**config.mk**
```make
export PLATFORM = sky130hd
export DESIGN_NAME = brcf_top
export DESIGN_NICKNAME = d
export VERILOG_FILES = /design/src/core/brcf_pkg.sv /design/src/core/brcf_top.sv
export SDC_FILE = /design/constraint.sdc
export NUM_CORES = 1
export LEC_CHECK = 0
export BUFFER_PORTS_ARGS = -buffer_cell sky130_fd_sc_hd__buf_2
export CAP_MARGIN = 10
export CORE_ASPECT_RATIO = 1.5
export CORE_UTILIZATION = 47
export DETAILED_ROUTE_END_ITERATION = 10
export GPL_TIMING_DRIVEN = 0
export PLACE_DENSITY = 0.8
export SETUP_SLACK_MARGIN = 0.1
export SYNTH_ARGS = -nofsm -noshare
export SYNTH_HDL_FRONTEND = slang
export SYNTH_SLANG_ARGS = --single-unit
```
**constraint.sdc**
```tcl
create_clock -name sys_clk -period 4.5 [get_ports sys_clk]
set_clock_uncertainty 0.1 [all_clocks]
set_input_delay 0.45 -clock sys_clk [delete_from_list [all_inputs] [get_ports sys_clk]]
set_output_delay 0.45 -clock sys_clk [all_outputs]
set_load 0.005 [all_outputs]
```
**src/core/brcf_pkg.sv**
```systemverilog
package brcf_pkg;

   // ==========================================================
   // clocking and oscillator
   // ==========================================================
   localparam int          SYS_CLK_KHZ     = 200000;
   localparam int          OSC_FREQ_KHZ    = 600;
   localparam logic [15:0] OSC_DIV_DEF     = 16'(SYS_CLK_KHZ / OSC_FREQ_KHZ);

   // ==========================================================
   // sequencing counts, in oscillator periods; overcurrent limit in trip events
   // ==========================================================
   localparam logic [10:0] SS_PERIODS_DEF  = 11'd1600;
   localparam logic [12:0] HICCUP_DEF      = 13'd4096;
   localparam logic [10:0] PG_RISE_DEF     = 11'd1024;
   localparam logic [10:0] PG_FALL         = 11'd16;
   localparam logic [3:0]  OC_LIMIT        = 4'd10;

   // ==========================================================
   // register map and reset values
   // ==========================================================
   localparam logic [7:0]  ADDR_CTRL       = 8'h00;
   localparam logic [7:0]  ADDR_STATUS     = 8'h04;
   localparam logic [7:0]  ADDR_IRQ_STAT   = 8'h08;
   localparam logic [7:0]  ADDR_IRQ_MASK   = 8'h0c;
   localparam logic [7:0]  ADDR_RAMP       = 8'h10;
   localparam logic [0:0]  CTRL_RST        = 1'h1;
   localparam logic [7:0]  IRQ_MASK_RST    = 8'h00;
   localparam logic [1:0]  RESP_OKAY       = 2'h0;
   localparam logic [1:0]  RESP_DECERR     = 2'h3;

   // ==========================================================
   // interrupt event bits
   // ==========================================================
   localparam int EV_OCP    = 0;
   localparam int EV_HICCUP = 1;
   localparam int EV_OVP    = 2;
   localparam int EV_SINK   = 3;
   localparam int EV_PG_UP  = 4;
   localparam int EV_PG_DN  = 5;
   localparam int EV_UVLO   = 6;
   localparam int EV_OTP    = 7;

   // ==========================================================
   // types
   // ==========================================================
   typedef enum logic [1:0] {ST_OFF, ST_SOFT, ST_RUN, ST_HICCUP} brcf_state_e;
   typedef enum logic [1:0] {TGT_REF, TGT_RAMP, TGT_PIN} brcf_tgt_e;

   typedef struct packed {
      logic peak_trip;
      logic peak_limit_set_pin_trip;
      logic sink_trip;
      logic en_above_rise;
      logic en_below_fall;
      logic supply_above_high;
      logic supply_below_low;
      logic over_temp;
      logic fb_ge_0p4;
      logic fb_ge_0p2;
      logic fb_ge_0p7;
      logic fb_le_0p63;
      logic fb_over_win;
      logic fb_under_win;
      logic ss_above_fb;
      logic sspin_below_ramp;
      logic pg_pin;
   } brcf_cmp_s;

endpackage

```
**src/core/brcf_top.sv**
```systemverilog
`timescale 1ns/1ps
module brcf_top
   import brcf_pkg::*;
#(
   parameter logic [15:0] OSC_DIV    = OSC_DIV_DEF,
   parameter logic [10:0] SS_PERIODS = SS_PERIODS_DEF,
   parameter logic [12:0] HICCUP_LEN = HICCUP_DEF,
   parameter logic [10:0] PG_RISE    = PG_RISE_DEF
) (
   input  wire logic        sys_clk,
   input  wire logic        nrst,
   input  wire logic        ce,
   input  wire brcf_cmp_s   cmp_i,
   output logic             hs_drive_o,
   output logic             ls_drive_o,
   output logic             en_pd_strong_o,
   output logic             pg_o,
   output logic             pg_oe_o,
   output logic [10:0]      ss_ramp_o,
   output brcf_tgt_e        target_sel_o,
   output logic             irq_o,
   input  wire logic [7:0]  s_axi_awaddr,
   input  wire logic        s_axi_awvalid,
   output logic             s_axi_awready,
   input  wire logic [31:0] s_axi_wdata,
   input  wire logic [3:0]  s_axi_wstrb,
   input  wire logic        s_axi_wvalid,
   output logic             s_axi_wready,
   output logic [1:0]       s_axi_bresp,
   output logic             s_axi_bvalid,
   input  wire logic        s_axi_bready,
   input  wire logic [7:0]  s_axi_araddr,
   input  wire logic        s_axi_arvalid,
   output logic             s_axi_arready,
   output logic [31:0]      s_axi_rdata,
   output logic [1:0]       s_axi_rresp,
   output logic             s_axi_rvalid,
   input  wire logic        s_axi_rready
);

   // ==========================================================
   // declarations
   // ==========================================================
   brcf_cmp_s   s1_q, s2_q;
   brcf_state_e state_q, state_d;
   brcf_tgt_e   tgt_q, tgt_d;
   logic [15:0] osc_cnt_q;
   logic [10:0] ramp_q, ramp_d;
   logic [12:0] hic_cnt_q;
   logic [10:0] pg_cnt_q;
   logic [3:0]  oc_cnt_q;
   logic [1:0]  fold_cnt_q;
   logic        en_q, en_d;
   logic        supply_ok_q, supply_ok_d;
   logic        ovp_q, ovp_d;
   logic        prebias_q, prebias_d;
   logic        pg_q, pg_d;
   logic        hs_on_q, hs_on_d;
   logic        ls_on_q, ls_on_d;
   logic        otp_prev_q;
   logic [0:0]  ctrl_q;
   logic [7:0]  irq_stat_q, irq_mask_q;
   logic [7:0]  ev;
   logic        tick, active, fold_ok, period_start, run_ok;
   logic        oc_hit, peak_limit_set_pin_event, hic_enter, enter_soft, in_win;
   logic        pg_flip, blank;

   // ==========================================================
   // comparator synchronisers
   // ==========================================================
   always_ff @(posedge sys_clk) begin
      if (!nrst) begin
         s1_q <= '0;
         s2_q <= '0;
      end else if (ce) begin
         s1_q <= cmp_i;
         s2_q <= s1_q;
      end
   end

   // ==========================================================
   // oscillator and hysteresis latches
   // ==========================================================
   assign tick        = (osc_cnt_q == OSC_DIV - 16'h0001);
   assign en_d        = s2_q.en_above_rise ? 1'b1 :
                        (s2_q.en_below_fall ? 1'b0 : en_q);
   assign supply_ok_d = s2_q.supply_above_high ? 1'b1 :
                        (s2_q.supply_below_low ? 1'b0 : supply_ok_q);
   assign ovp_d       = s2_q.fb_ge_0p7 ? 1'b1 :
                        (s2_q.fb_le_0p63 ? 1'b0 : ovp_q);
   assign run_ok      = en_q & ctrl_q[0] & supply_ok_q & ~s2_q.over_temp;
   assign en_pd_strong_o = ~en_q;

   always_ff @(posedge sys_clk) begin
      if (!nrst) begin
         osc_cnt_q   <= 16'h0000;
         en_q        <= 1'b0;
         supply_ok_q <= 1'b0;
         ovp_q       <= 1'b0;
         otp_prev_q  <= 1'b0;
      end else if (ce) begin
         osc_cnt_q   <= tick ? 16'h0000 : osc_cnt_q + 16'h0001;
         en_q        <= en_d;
         supply_ok_q <= supply_ok_d;
         ovp_q       <= ovp_d;
         otp_prev_q  <= s2_q.over_temp;
      end
   end

   // ==========================================================
   // sequencer
   // ==========================================================
   assign oc_hit     = (oc_cnt_q == OC_LIMIT);
   assign active     = (state_q == ST_SOFT) | (state_q == ST_RUN);
   assign hic_enter  = (state_d == ST_HICCUP) & (state_q != ST_HICCUP);
   assign enter_soft = (state_d == ST_SOFT) & (state_q != ST_SOFT);

   always_comb begin
      state_d = state_q;
      if (!run_ok) begin
         state_d = ST_OFF;
      end else begin
         case (state_q)
            ST_OFF: begin
               state_d = ST_SOFT;
            end
            ST_SOFT: begin
               if (oc_hit) begin
                  state_d = ST_HICCUP;
               end else if (ramp_q == SS_PERIODS) begin
                  state_d = ST_RUN;
               end
            end
            ST_RUN: begin
               if (oc_hit || !s2_q.fb_ge_0p4) begin
                  state_d = ST_HICCUP;
               end
            end
            ST_HICCUP: begin
               if (tick && hic_cnt_q == HICCUP_LEN - 13'h0001) begin
                  state_d = ST_SOFT;
               end
            end
            default: begin
               state_d = ST_OFF;
            end
         endcase
      end
   end

   always_comb begin
      ramp_d = ramp_q;
      if (state_d != ST_SOFT && state_d != ST_RUN) begin
         ramp_d = 11'h000;
      end else if (enter_soft) begin
         ramp_d = 11'h000;
      end else if (state_q == ST_SOFT && tick && ramp_q != SS_PERIODS) begin
         ramp_d = ramp_q + 11'h001;
      end
   end

   // lowest of reference, internal ramp and external pin
   assign tgt_d = s2_q.sspin_below_ramp ? TGT_PIN :
                  ((ramp_d != SS_PERIODS) ? TGT_RAMP : TGT_REF);

   assign prebias_d = enter_soft ? 1'b1 : (s2_q.ss_above_fb ? 1'b0 : prebias_q);

   always_ff @(posedge sys_clk) begin
      if (!nrst) begin
         state_q   <= ST_OFF;
         ramp_q    <= 11'h000;
         tgt_q     <= TGT_REF;
         prebias_q <= 1'b0;
         hic_cnt_q <= 13'h0000;
         oc_cnt_q  <= 4'h0;
      end else if (ce) begin
         state_q   <= state_d;
         ramp_q    <= ramp_d;
         tgt_q     <= tgt_d;
         prebias_q <= prebias_d;
         if (state_q != ST_HICCUP || state_d != ST_HICCUP) begin
            hic_cnt_q <= 13'h0000;
         end else if (tick) begin
            hic_cnt_q <= hic_cnt_q + 13'h0001;
         end
         if (state_d == ST_OFF || state_d == ST_HICCUP) begin
            oc_cnt_q <= 4'h0;
         end else if (peak_limit_set_pin_event && !oc_hit) begin
            oc_cnt_q <= oc_cnt_q + 4'h1;
         end
      end
   end

   assign ss_ramp_o    = ramp_q;
   assign target_sel_o = tgt_q;

   // ==========================================================
   // switch control with foldback
   // ==========================================================
   assign fold_ok = (state_q != ST_SOFT) | s2_q.fb_ge_0p4 |
                    (s2_q.fb_ge_0p2 ? ~fold_cnt_q[0] : (fold_cnt_q == 2'h0));
   // a start that coincides with blanking is dropped, blanking wins
   assign period_start = tick & active & fold_ok & ~blank;
   assign blank        = ovp_d | ((state_d != ST_SOFT) & (state_d != ST_RUN));
   assign peak_limit_set_pin_event   = hs_on_q & s2_q.peak_limit_set_pin_trip;

   always_comb begin
      hs_on_d = hs_on_q;
      ls_on_d = ls_on_q;
      if (blank) begin
         hs_on_d = 1'b0;
         ls_on_d = 1'b0;
      end else if (period_start) begin
         hs_on_d = 1'b1;
         ls_on_d = 1'b0;
      end else if (hs_on_q && (s2_q.peak_trip || s2_q.peak_limit_set_pin_trip)) begin
         hs_on_d = 1'b0;
         ls_on_d = 1'b1;
      end else if (ls_on_q && s2_q.sink_trip) begin
         ls_on_d = 1'b0;
      end
      if (prebias_d) begin
         ls_on_d = 1'b0;
      end
   end

   always_ff @(posedge sys_clk) begin
      if (!nrst) begin
         hs_on_q    <= 1'b0;
         ls_on_q    <= 1'b0;
         fold_cnt_q <= 2'h0;
      end else if (ce) begin
         hs_on_q <= hs_on_d;
         ls_on_q <= ls_on_d;
         if (state_q != ST_SOFT) begin
            fold_cnt_q <= 2'h0;
         end else if (tick) begin
            fold_cnt_q <= fold_cnt_q + 2'h1;
         end
      end
   end

   assign hs_drive_o = hs_on_q;
   assign ls_drive_o = ls_on_q;

   // ==========================================================
   // regulation flag with deglitch
   // ==========================================================
   assign in_win  = ~s2_q.fb_over_win & ~s2_q.fb_under_win;
   assign pg_flip = (in_win != pg_q) & tick &
                    (pg_cnt_q == (pg_q ? PG_FALL : PG_RISE) - 11'h001);
   assign pg_d    = pg_flip ? ~pg_q : pg_q;

   always_ff @(posedge sys_clk) begin
      if (!nrst) begin
         pg_q     <= 1'b0;
         pg_cnt_q <= 11'h000;
      end else if (ce) begin
         pg_q <= pg_d;
         if (in_win == pg_q || pg_flip) begin
            pg_cnt_q <= 11'h000;
         end else if (tick) begin
            pg_cnt_q <= pg_cnt_q + 11'h001;
         end
      end
   end

   assign pg_o    = 1'b0;
   assign pg_oe_o = ~pg_q;

   // ==========================================================
   // interrupts
   // ==========================================================
   assign ev[EV_OCP]    = peak_limit_set_pin_event;
   assign ev[EV_HICCUP] = hic_enter;
   assign ev[EV_OVP]    = ovp_d & ~ovp_q;
   assign ev[EV_SINK]   = ls_on_q & s2_q.sink_trip;
   assign ev[EV_PG_UP]  = pg_d & ~pg_q;
   assign ev[EV_PG_DN]  = ~pg_d & pg_q;
   assign ev[EV_UVLO]   = supply_ok_q & ~supply_ok_d;
   assign ev[EV_OTP]    = s2_q.over_temp & ~otp_prev_q;
   assign irq_o         = |(irq_stat_q & irq_mask_q);

   // ==========================================================
   // axi4-lite slave
   // ==========================================================
   logic        aw_q, w_q, bvalid_q, rvalid_q;
   logic [7:0]  awaddr_q;
   logic [31:0] wdata_q, rdata_q;
   logic [3:0]  wstrb_q;
   logic [1:0]  bresp_q, rresp_q;
   logic        do_wr, wr_ctrl, wr_stat, wr_mask, wr_hit, rd_hit;
   logic [7:0]  stat_clr;
   logic [31:0] status_word, rd_word;

   assign s_axi_awready = ~aw_q & ~bvalid_q;
   assign s_axi_wready  = ~w_q & ~bvalid_q;
   assign s_axi_arready = ~rvalid_q;
   assign s_axi_bvalid  = bvalid_q;
   assign s_axi_bresp   = bresp_q;
   assign s_axi_rvalid  = rvalid_q;
   assign s_axi_rdata   = rdata_q;
   assign s_axi_rresp   = rresp_q;

   assign do_wr    = aw_q & w_q & ~bvalid_q;
   assign wr_ctrl  = do_wr & (awaddr_q == ADDR_CTRL) & wstrb_q[0];
   assign wr_stat  = do_wr & (awaddr_q == ADDR_IRQ_STAT) & wstrb_q[0];
   assign wr_mask  = do_wr & (awaddr_q == ADDR_IRQ_MASK) & wstrb_q[0];
   assign wr_hit   = (awaddr_q == ADDR_CTRL) | (awaddr_q == ADDR_STATUS) |
                     (awaddr_q == ADDR_IRQ_STAT) | (awaddr_q == ADDR_IRQ_MASK) |
                     (awaddr_q == ADDR_RAMP);
   assign stat_clr = wr_stat ? wdata_q[7:0] : 8'h00;

   assign status_word = {18'h00000, s2_q.pg_pin, oc_cnt_q, ls_on_q, hs_on_q, pg_q,
                         ovp_q, prebias_q, supply_ok_q, en_q, state_q};
   assign rd_hit  = (s_axi_araddr == ADDR_CTRL) | (s_axi_araddr == ADDR_STATUS) |
                    (s_axi_araddr == ADDR_IRQ_STAT) | (s_axi_araddr == ADDR_IRQ_MASK) |
                    (s_axi_araddr == ADDR_RAMP);
   assign rd_word = (s_axi_araddr == ADDR_CTRL)     ? {31'h00000000, ctrl_q} :
                    (s_axi_araddr == ADDR_STATUS)   ? status_word :
                    (s_axi_araddr == ADDR_IRQ_STAT) ? {24'h000000, irq_stat_q} :
                    (s_axi_araddr == ADDR_IRQ_MASK) ? {24'h000000, irq_mask_q} :
                    (s_axi_araddr == ADDR_RAMP)     ? {21'h000000, ramp_q} :
                    32'h00000000;

   always_ff @(posedge sys_clk) begin
      if (!nrst) begin
         aw_q     <= 1'b0;
         w_q      <= 1'b0;
         awaddr_q <= 8'h00;
         wdata_q  <= 32'h00000000;
         wstrb_q  <= 4'h0;
         bvalid_q <= 1'b0;
         bresp_q  <= RESP_OKAY;
      end else if (ce) begin
         if (s_axi_awvalid && s_axi_awready) begin
            aw_q     <= 1'b1;
            awaddr_q <= s_axi_awaddr;
         end
         if (s_axi_wvalid && s_axi_wready) begin
            w_q     <= 1'b1;
            wdata_q <= s_axi_wdata;
            wstrb_q <= s_axi_wstrb;
         end
         if (do_wr) begin
            aw_q     <= 1'b0;
            w_q      <= 1'b0;
            bvalid_q <= 1'b1;
            bresp_q  <= wr_hit ? RESP_OKAY : RESP_DECERR;
         end else if (bvalid_q && s_axi_bready) begin
            bvalid_q <= 1'b0;
         end
      end
   end

   always_ff @(posedge sys_clk) begin
      if (!nrst) begin
         rvalid_q <= 1'b0;
         rdata_q  <= 32'h00000000;
         rresp_q  <= RESP_OKAY;
      end else if (ce) begin
         if (s_axi_arvalid && s_axi_arready) begin
            rvalid_q <= 1'b1;
            rdata_q  <= rd_word;
            rresp_q  <= rd_hit ? RESP_OKAY : RESP_DECERR;
         end else if (rvalid_q && s_axi_rready) begin
            rvalid_q <= 1'b0;
         end
      end
   end

   always_ff @(posedge sys_clk) begin
      if (!nrst) begin
         ctrl_q     <= CTRL_RST;
         irq_mask_q <= IRQ_MASK_RST;
         irq_stat_q <= 8'h00;
      end else if (ce) begin
         if (wr_ctrl) begin
            ctrl_q <= wdata_q[0:0];
         end
         if (wr_mask) begin
            irq_mask_q <= wdata_q[7:0];
         end
         // a new event wins over a clear in the same cycle
         irq_stat_q <= (irq_stat_q & ~stat_clr) | ev;
      end
   end
endmodule

```
# [Word-level counts from Yosys, hierarchy flattened]
# Cells that the tools add are included.
# W data, S select, Z words.
[totals] romBits=0 latch_bits=0 in_bits=77 out_inout_bits=60 word_cells=265 register_bits=177 mem_bits_rw=0 memories=0
[op_classes] n_reduce_logical=53 order_cmp=0 add_sub_neg=7 bitwise_logic=60 div_mod_pow=0 n_mul=0 shift=0 mux=55 n_eq_ne=27
[ops] cell="$mux W11" n=9
[ops] cell="$reduce_and A2 Y1" n=17
[ops] cell="$eq A8 B4 Y1 const B" n=4
[ops] cell="$and A1 B1 Y1" n=29
[ops] cell="$mux W14" n=2
[ops] cell="$mux W1" n=27
[ops] cell="$mux W13" n=2
[ops] cell="$add A11 B1 Y11 const B" n=2
[ops] cell="$ne A11 B11 Y1 const B" n=2
[ops] cell="$mux W2" n=10
[ops] cell="$reduce_bool A2 Y1" n=9
[ops] cell="$add A16 B1 Y16 const B" n=1
[ops] cell="$and A8 B8 Y8" n=2
[ops] cell="$eq A16 B9 Y1 const B" n=1
[ops] cell="$eq A8 B3 Y1 const B" n=2
[ops] cell="$eq A8 B5 Y1 const B" n=2
[ops] cell="$logic_not A8 Y1" n=2
[ops] cell="$mux W16" n=1
[ops] cell="$not A1 Y1" n=15
[ops] cell="$add A13 B1 Y13 const B" n=1
[ops] cell="$eq A13 B12 Y1 const B" n=1
[ops] cell="$logic_and A1 B1 Y1" n=12
[ops] cell="$or A1 B1 Y1" n=12
[ops] cell="$eq A11 B11 Y1" n=1
[ops] cell="22 further kinds" n=36

# [Longest topological paths before layout]
# Gate-level depths: netlist of the first run.
[depth] word_depth=13 mapped_depth=16 mapped_depth_nobuf=15

# [Least setup slack after synthesis of the first run]
# OpenSTA, ideal clock, no wires.
[synth_path] path_kind="reg-to-reg" start="register ramp_q[0] (netlist: ss_ramp_o[0])" end="register ramp_q[3] (netlist: ss_ramp_o[3])" setup_ps=70 arrival_time_ps=3072 t_required_ps=4330 n_path_buf=1 path_slack_ps=1257 path_stages_with_launch=15 period_less_slack_ps=3243 cell_sequence="dfxtp_1 clkbuf_1 inv_1 ha_1 and4b_1 nand4_1 a21oi_1 or2_2 nor2_1 or2_2 ha_1 or2_2 or4_1 a21o_1 a21oi_1"
[synth_between] elab_chain_len=9 word_cells_on_any_way=16 cone_classes="add/sub: 1; eq/ne: 5; mux: 7; bitwise: 1; reduce/logical: 2"
[synth_rtl] item="start: declaration" line_no="brcf_top.sv:48" rtl="logic [10:0] ramp_q, ramp_d;"
[synth_rtl] item="start signal: assignment" line_no="brcf_top.sv:178" rtl="ramp_q <= ramp_d;"
[synth_rtl] item="$eq A11 B11 Y1" line_no="brcf_top.sv:130" rtl="end else if (ramp_q == SS_PERIODS) begin"
[synth_rtl] item="$mux W2" line_no="brcf_top.sv:130"
[synth_rtl] item="$mux W2" line_no="brcf_top.sv:128" rtl="if (oc_hit) begin"
[synth_rtl] item="$pmux W2 S4" line_no="brcf_top.sv:123" rtl="case (state_q)"
[synth_rtl] item="$mux W2" line_no="brcf_top.sv:120" rtl="if (!run_ok) begin"
[synth_rtl] item="$eq A2 B1 Y1" line_no="brcf_top.sv:116" rtl="assign enter_soft = (state_d == ST_SOFT) & (state_q != ST_SOFT);"
[synth_rtl] item="$and A1 B1 Y1" line_no="brcf_top.sv:116"
[synth_rtl] item="$mux W11" line_no="brcf_top.sv:155" rtl="end else if (enter_soft) begin"
[synth_rtl] item="$mux W11 *" line_no="brcf_top.sv:153" rtl="if (state_d != ST_SOFT && state_d != ST_RUN) begin"
# Mark *: on every way between the ends. The rest lies on a longest branch, timed or not.
# A chain may end at the register's enable or synchronous reset.

# [Worst setup path in the final report of the first run]
[layout_path] start="register osc_cnt_q[0]" end="register ramp_q[6] (netlist: ss_ramp_o[6])"
[layout_between] elab_chain_len=9 word_cells_on_any_way=15 cone_classes="eq/ne: 4; mux: 6; bitwise: 1; reduce/logical: 4"
[layout_rtl] item="start: declaration" line_no="brcf_top.sv:47" rtl="logic [15:0] osc_cnt_q;"
[layout_rtl] item="start signal: assignment" line_no="brcf_top.sv:102" rtl="osc_cnt_q <= tick ? 16'h0000 : osc_cnt_q + 16'h0001;"
[layout_rtl] item="$eq A16 B9 Y1 *" line_no="brcf_top.sv:84" rtl="assign tick = (osc_cnt_q == OSC_DIV - 16'h0001);"
[layout_rtl] item="$logic_and A1 B1 Y1" line_no="brcf_top.sv:140" rtl="if (tick && hic_cnt_q == HICCUP_LEN - 13'h0001) begin"
[layout_rtl] item="$mux W2" line_no="brcf_top.sv:140"
[layout_rtl] item="$pmux W2 S4" line_no="brcf_top.sv:123"
[layout_rtl] item="$mux W2" line_no="brcf_top.sv:120"
[layout_rtl] item="$eq A2 B1 Y1" line_no="brcf_top.sv:116"
[layout_rtl] item="$and A1 B1 Y1" line_no="brcf_top.sv:116"
[layout_rtl] item="$mux W11" line_no="brcf_top.sv:155"
[layout_rtl] item="$mux W11 *" line_no="brcf_top.sv:153"
# Marks and branches as above.

==> flow_metrics.py, run 1 <==
metrics = {
    "global_route": {
        "grt_overflow_total": 0,
        "grt_busiest_layer": "met2",
        "grt_use_met2_pct": 43.8,
        "antenna_found_initial": 0,
        "grt_max_degree": 17,
        "grt_usage_pct": 24.6,
        "grt_util_met3_pct": 4.82,
        "grt_pass1_vias": 6407,
        "grt_use_met1_pct": 25.9,
        "grt_pass1_wl_um": 31200,
    },
    "timing": {
        "slew_headroom_pct": 44.3,
        "hold_viol": 0,
        "tns_ns": 0,
        "holdWs_ns": 0.161,
        "slew_viol_final": 0,
        "worst_pin_slew_ns": 0.835,
        "fmax_ghz": 0.243,
        "setup_viol": 0,
        "grt_setup_unrepaired": "false",
        "finalCriticalPeriod_ns": 4.12,
        "post-route-period-util_pct": 91.5,
        "setup_slack_ns": 0.381,
    },
    "drt": {
        "wl_per_cell_um": 16.5,
        "vias_per_cell": 5.61,
        "route.vias.total": 6774,
        "drc": 0,
        "drtIter0Drc": 427,
        "postRouteAntennaNets": 0,
        "drt_first_pass_iters": 5,
        "routed_wl_um": 19900,
    },
    "final_layout": {
        "num_antenna_cells": 0,
        "final_cells": 1207,
        "final_area_sq_um": 8670,
        "fin_util_pct": 57.0,
        "fin_nets": 1090,
        "final_common_cell": "dfxtp_1",
        "drive_above_1_share_pct": 16.6,
        "syn2layout_area_growth_pct": 17.9,
        "layout_common_cells": "dfxtp_1 (157), nor2_1 (139), nand2_1 (101)",
    },
    "clocking": {
        "clkSlewWorstSetupHoldPaths_ns": 0.07,
        "cts-root-buf": "clkbuf_16",
        "cts_made_buffers": 17,
        "post_cts_buffers": 0,
        "cts_hold_buffers": 0,
        "cts_resized": 0,
        "clk_path_buf_depth": 2,
        "cts_sinks": 157,
        "insertion_delay_ns": 0.43,
        "cts_tree": "done",
        "cts-htree-levels": 4,
    },
    "worst_setup_path": {
        "crit_buf_inv": 2,
        "cp_common_cell": "ha_1",
        "cp_top_family": "simple AND/OR/NAND/NOR gates",
        "critPathRequiredTime_ns": 4.75,
        "cp_max_fo": 10,
        "r2r_end": "ss_ramp_o[6]",
        "reg2reg_from": "osc_cnt_q[0]",
        "cpPeakStageDelay_ns": 0.54,
        "crit_arrival_ns": 4.37,
        "critPathCaptureType": "flop",
        "crit_type": "reg -> reg",
        "slowest_stage": "or4_1",
        "worstRegToRegCells": 13,
        "path_cells": "inv_1 > ha_1 > nor3b_1 > and4_1 > buf_2 > a21boi_0 > o31ai_1 > or2_2 > ha_1 > nor2_1 > nand2_1 > or4_1 > o21ai_0",
        "rrSetupSlack_ns": 0.38,
        "critPathLaunchType": "flop",
    },
    "job": {
        "drv_cap": 0,
    },
    "place": {
        "dpl_worst_slack_ns": 0.523,
        "dp_hpwl_um": 14600,
        "dp.cells": 1175,
        "numPortBuffers": 90,
        "place_area_sq_um": 8110,
        "gp_congestion": 0.938,
    },
    "synth": {
        "syn_area_sq_um": 7350,
        "ys_ff_latch": 157,
        "synth-edff-count": 0,
        "synth_async_sr_flop_share_pct": 0,
        "synth-seq-area-share_pct": 42.8,
        "ys_types": 62,
        "synthFlopType": "dfxtp_1",
        "ys_warn_count": 0,
        "avgSynthCellArea_sq_um": 8.46,
        "synth_cells": 868,
    },
    "power_and_ir_drop": {
        "total_leakage_power_nw": 3.54,
        "p_total_mw": 2.99,
        "vdd_ir_drop_max_uv": 221,
        "power_density_nw_per_um2": 345,
    },
    "worst_hold_path": {
        "hp-class": "in -> reg",
        "min-delay-start": "cmp_i[13]",
        "hold_path_end": "s1_q[13]",
        "min_path_cells": 3,
    },
    "floorplanning": {
        "row_count": 55,
        "die_h_um": 155,
        "start_util_pct": 48.3,
        "coreArea_sq_um": 15200,
        "fp.dieW_um": 104,
        "dieArea_sq_um": 16100,
        "io_pins": 137,
    },
    "status": {
        "outcome": "finished, final reports clean",
    },
}
==> registers in the layout, indices dropped and copies added (netlist names), 4 cells and up <==
signal,cells
wdata_q,8
s_axi_rdata,14
osc_cnt_q,16
pg_cnt_q,11
oc_cnt_q,4
irq_stat_q,8
ss_ramp_o,11
s1_q,17
s2_q,17
irq_mask_q,8
awaddr_q,8
hic_cnt_q,13
==> how the worst max path moves through the flow <==
stage,startpoint,depth (start not counted),endpoint
floorplan,ss_ramp_o[0],14,ss_ramp_o[3]
global placement,osc_cnt_q[0],13,ss_ramp_o[6]
detailed placement,osc_cnt_q[0],13,ss_ramp_o[6]
CTS,osc_cnt_q[0],13,ss_ramp_o[6]
global route,osc_cnt_q[0],13,ss_ramp_o[6]
finish,osc_cnt_q[0],13,ss_ramp_o[6]
==> final cells by class <==
class	instances	area [sq um]
flip-flops and latches	157	3140
clock inverters	13	109
clock buffers	19	443
multi-input cells	644	3860
inverters	26	97.6
well taps	199	249
plain buffers	59	313
repair buffers	90	450
fillers	1342	6540
==> worst reg2reg max path: cells and delay by family, from the launching register on <==
family | cells | cell delay, ns
AO/OA/AOI/OAI | 3 | 0.58
buffers and inverters | 2 | 0.34
flip-flops | 1 | 0.34
adder cells (fa/ha/maj) | 2 | 0.47
AND/OR/NAND/NOR | 6 | 2.21
==> power breakdown <==
part           leakage (nW)  internal, mW  switching [mW]
combinational          1.99        0.0782           0.117
sequential             1.27          1.42          0.0262
clock                 0.268         0.734           0.618
total                  3.54          2.23           0.760
==> routing by layer <==
metal / routed length (um) / up-vias
met1: 7670 / 3171
met5: 0 / -
met3: 1050 / 83
met4: 1240 / 0
met2: 9920 / 266
li1: - / 3254
==> cells in the mapped netlist, drive strengths merged (18+ instances only) <==
| master | count | area share, % |
|---|---|---|
| ha | 18 | 3.1 |
| clkbuf | 27 | 1.4 |
| nor3 | 24 | 1.7 |
| xor2 | 23 | 2.7 |
| nand4 | 23 | 2.0 |
| nand3 | 18 | 1.2 |
| a22oi | 23 | 2.4 |
| o21ai | 31 | 2.1 |
| a21oi | 51 | 3.5 |
| dfxtp | 157 | 43 |
| mux2i | 50 | 6.8 |
| buf | 32 | 2.9 |
| nand2 | 101 | 5.2 |
| nor2 | 139 | 7.1 |
| inv | 26 | 1.3 |
==> cell families (layout without fill, tap and decap cells) <==
family / count (synthesis) / count (layout) / synth area share (%)
buf+inv: 85 / 207 / 5.59
xor+xnor: 34 / 34 / 4.05
other cells: 1 / 19 / 0.0510
flops: 157 / 157 / 42.8
fa+ha+maj: 18 / 18 / 3.07
simple gates: 368 / 368 / 23.9
mux: 52 / 52 / 7.12
compound gates: 153 / 153 / 13.5
(Power assumes the default switching activity.)
==> run 2, diff against run 1 <==
--- a/config.mk
+++ b/config.mk
@@ -7,11 +7,13 @@
 export LEC_CHECK = 0
 export BUFFER_PORTS_ARGS = -buffer_cell sky130_fd_sc_hd__buf_2
 export CAP_MARGIN = 10
+export CELL_PAD_IN_SITES_DETAIL_PLACEMENT = 0
+export CELL_PAD_IN_SITES_GLOBAL_PLACEMENT = 1
 export CORE_ASPECT_RATIO = 1.5
-export CORE_UTILIZATION = 47
+export CORE_UTILIZATION = 41
 export DETAILED_ROUTE_END_ITERATION = 10
 export GPL_TIMING_DRIVEN = 0
-export PLACE_DENSITY = 0.8
+export PLACE_DENSITY = 0.89
 export SETUP_SLACK_MARGIN = 0.1
 export SYNTH_ARGS = -nofsm -noshare
 export SYNTH_HDL_FRONTEND = slang
==> run 2 against run 1 <==
- the flow now finishes with violations (DRC)
- worst setup slack better by 0.12 ns
- non-clock buffer count stayed put
- wire length is 0.17% lower
- combinational power hardly changed
- sequential power hardly changed
- utilization is 6.9 points lower
- worst hold slack worse by 0.012 ns
- flip-flop and latch count stayed put
- total power is 3.1% higher
- first-iteration DRC count is 13% lower
- register-to-register slack better by 0.12 ns
- global-route usage is 3.0 points lower
- critical endpoint unchanged
==> flow_metrics.py, run 2 (synthesized netlist as in run 1, its figures left out) <==
metrics = {
    "status": {
        "outcome": "finished, violations left",
        "violations": "DRC",
    },
    "clocking": {
        "clkSlewWorstSetupHoldPaths_ns": 0.07,
        "clk_path_buf_depth": 2,
        "cts_sinks": 157,
        "cts_made_buffers": 17,
        "cts_hold_buffers": 0,
        "post_cts_buffers": 0,
        "cts_tree": "done",
        "cts-root-buf": "clkbuf_16",
        "cts-htree-levels": 4,
        "cts_resized": 0,
        "insertion_delay_ns": 0.43,
    },
    "final_layout": {
        "largest_registers": "s1_q x17, s2_q x17, osc_cnt_q x16",
        "layout_common_cells": "dfxtp_1 (157), nor2_1 (139), nand2_1 (101)",
        "final_cells": 1221,
        "fin_nets": 1090,
        "num_antenna_cells": 0,
        "syn2layout_area_growth_pct": 18.8,
        "final_common_cell": "dfxtp_1",
        "drive_above_1_share_pct": 16.7,
    },
    "power_and_ir_drop": {
        "vdd_ir_drop_max_uv": 195,
        "total_leakage_power_nw": 3.55,
        "power_density_nw_per_um2": 353,
    },
    "floorplanning": {
        "coreArea_sq_um": 17400,
        "start_util_pct": 42.2,
        "fp.dieW_um": 111,
        "row_count": 59,
        "io_pins": 137,
        "die_h_um": 166,
        "dieArea_sq_um": 18500,
    },
    "timing": {
        "hold_viol": 0,
        "slew_viol_final": 0,
        "worst_pin_slew_ns": 0.792,
        "grt_setup_unrepaired": "false",
        "tns_ns": 0,
        "setup_viol": 0,
        "setup_slack_ns": 0.498,
        "finalCriticalPeriod_ns": 4.00,
        "post-route-period-util_pct": 88.9,
        "fmax_ghz": 0.250,
        "holdWs_ns": 0.148,
        "slew_headroom_pct": 47.2,
    },
    "worst_setup_path": {
        "cp_max_fo": 10,
        "critPathRequiredTime_ns": 4.76,
        "path_cells": "inv_1 > ha_1 > nor3b_1 > and4_1 > buf_2 > a21boi_0 > o31ai_1 > or2_2 > ha_1 > nor2_1 > nand2_1 > or4_1 > o21ai_0",
        "crit_arrival_ns": 4.26,
        "critPathCaptureType": "flop",
        "critPathLaunchType": "flop",
        "worstRegToRegCells": 13,
        "crit_buf_inv": 2,
        "cp_common_cell": "ha_1",
        "slowest_stage": "or4_1",
        "cp_top_family": "simple AND/OR/NAND/NOR gates",
        "crit_type": "reg -> reg",
        "cpPeakStageDelay_ns": 0.53,
        "cp.depth": 13,
    },
    "global_route": {
        "grt_usage_pct": 21.7,
        "grt_busiest_layer": "met2",
        "grt_max_degree": 17,
        "grt_pass1_wl_um": 31300,
        "grt_overflow_total": 0,
        "grt_use_met2_pct": 38.7,
        "grt_use_met1_pct": 23.0,
        "grt_util_met3_pct": 4.89,
        "grt_pass1_vias": 6201,
        "antenna_found_initial": 0,
    },
    "drt": {
        "vias_per_cell": 5.37,
        "drt_first_pass_iters": 8,
        "wl_per_cell_um": 16.3,
        "routed_wl_um": 19800,
        "drtIter0Drc": 370,
        "route.vias.total": 6553,
        "drc": 6,
        "postRouteAntennaNets": 0,
    },
    "worst_hold_path": {
        "min_path_cells": 3,
        "hp-class": "in -> reg",
    },
    "job": {
        "drv_cap": 0,
    },
    "place": {
        "dp.cells": 1189,
        "dp_hpwl_um": 15000,
        "gp_congestion": 0.885,
        "dpl_worst_slack_ns": 0.564,
        "numPortBuffers": 90,
    },
}
==> run 2: changes by cell type in the layout (fill, tap and decap cells not counted), sizes merged <==
cell,before,now
bufinv,0,2
clkinvlp,2,4
clkbuf,46,45
clkinv,6,4
inv,31,30
==> run 2: path summary, 6_finish.rpt <==
| check | from | end | slack, ns |
|---|---|---|---|
| worst max-delay path | osc_cnt_q[0] | ss_ramp_o[6] | 0.50 |
| worst min-delay path | s_axi_awaddr[3] | awaddr_q[3] | 0.15 |
| worst max register to register | osc_cnt_q[0] | ss_ramp_o[6] | 0.50 |
| worst min register to register | wstrb_q[0] | wstrb_q[0] | 0.35 |
==> run 2: through the flow <==
step / util [%] / cell area (sq um) / total power [mW]
5_1_grt: 50.1 / 8730 / 3.18
3_3_place_gp: 46.7 / 8130 / 1.67
3_5_place_dp: 46.7 / 8130 / 1.67
6_report: 50.1 / 8730 / 3.08
4_1_cts: 50.1 / 8730 / 3.11
2_1_floorplan: - / 7410 / 1.59
==> run 2: cell type report <==
class	count	area (sq um)
plain buffers	59	313
clock buffers	18	439
clock inverters	14	159
fillers	1720	8690
inverters	26	97.6
multi-input cells	644	3860
flip-flops and latches	157	3140
well taps	213	267
repair buffers	90	450
==> run 2: worst min-delay path, delay by kind of cell <==
family	cells	cell delay, ns
and+or+nand+nor	1	0.04
AOI/OAI and AO/OA	1	0.05
buffers and inverters	1	0.09
==> run 2: routing by layer <==
layer  wire length, um  share of wire (%)
met5                 0                  0
met4               975                4.9
met3               962                4.8
met2             10200                 51
met1              7720                 39
==> run 2: where the power goes <==
| part | switching, mW | total (mW) | internal (mW) |
|---|---|---|---|
| registers | 0.0254 | 1.44 | 1.42 |
| logic | 0.116 | 0.194 | 0.0781 |
| clock network | 0.603 | 1.44 | 0.841 |
| total | 0.745 | 3.08 | 2.34 |
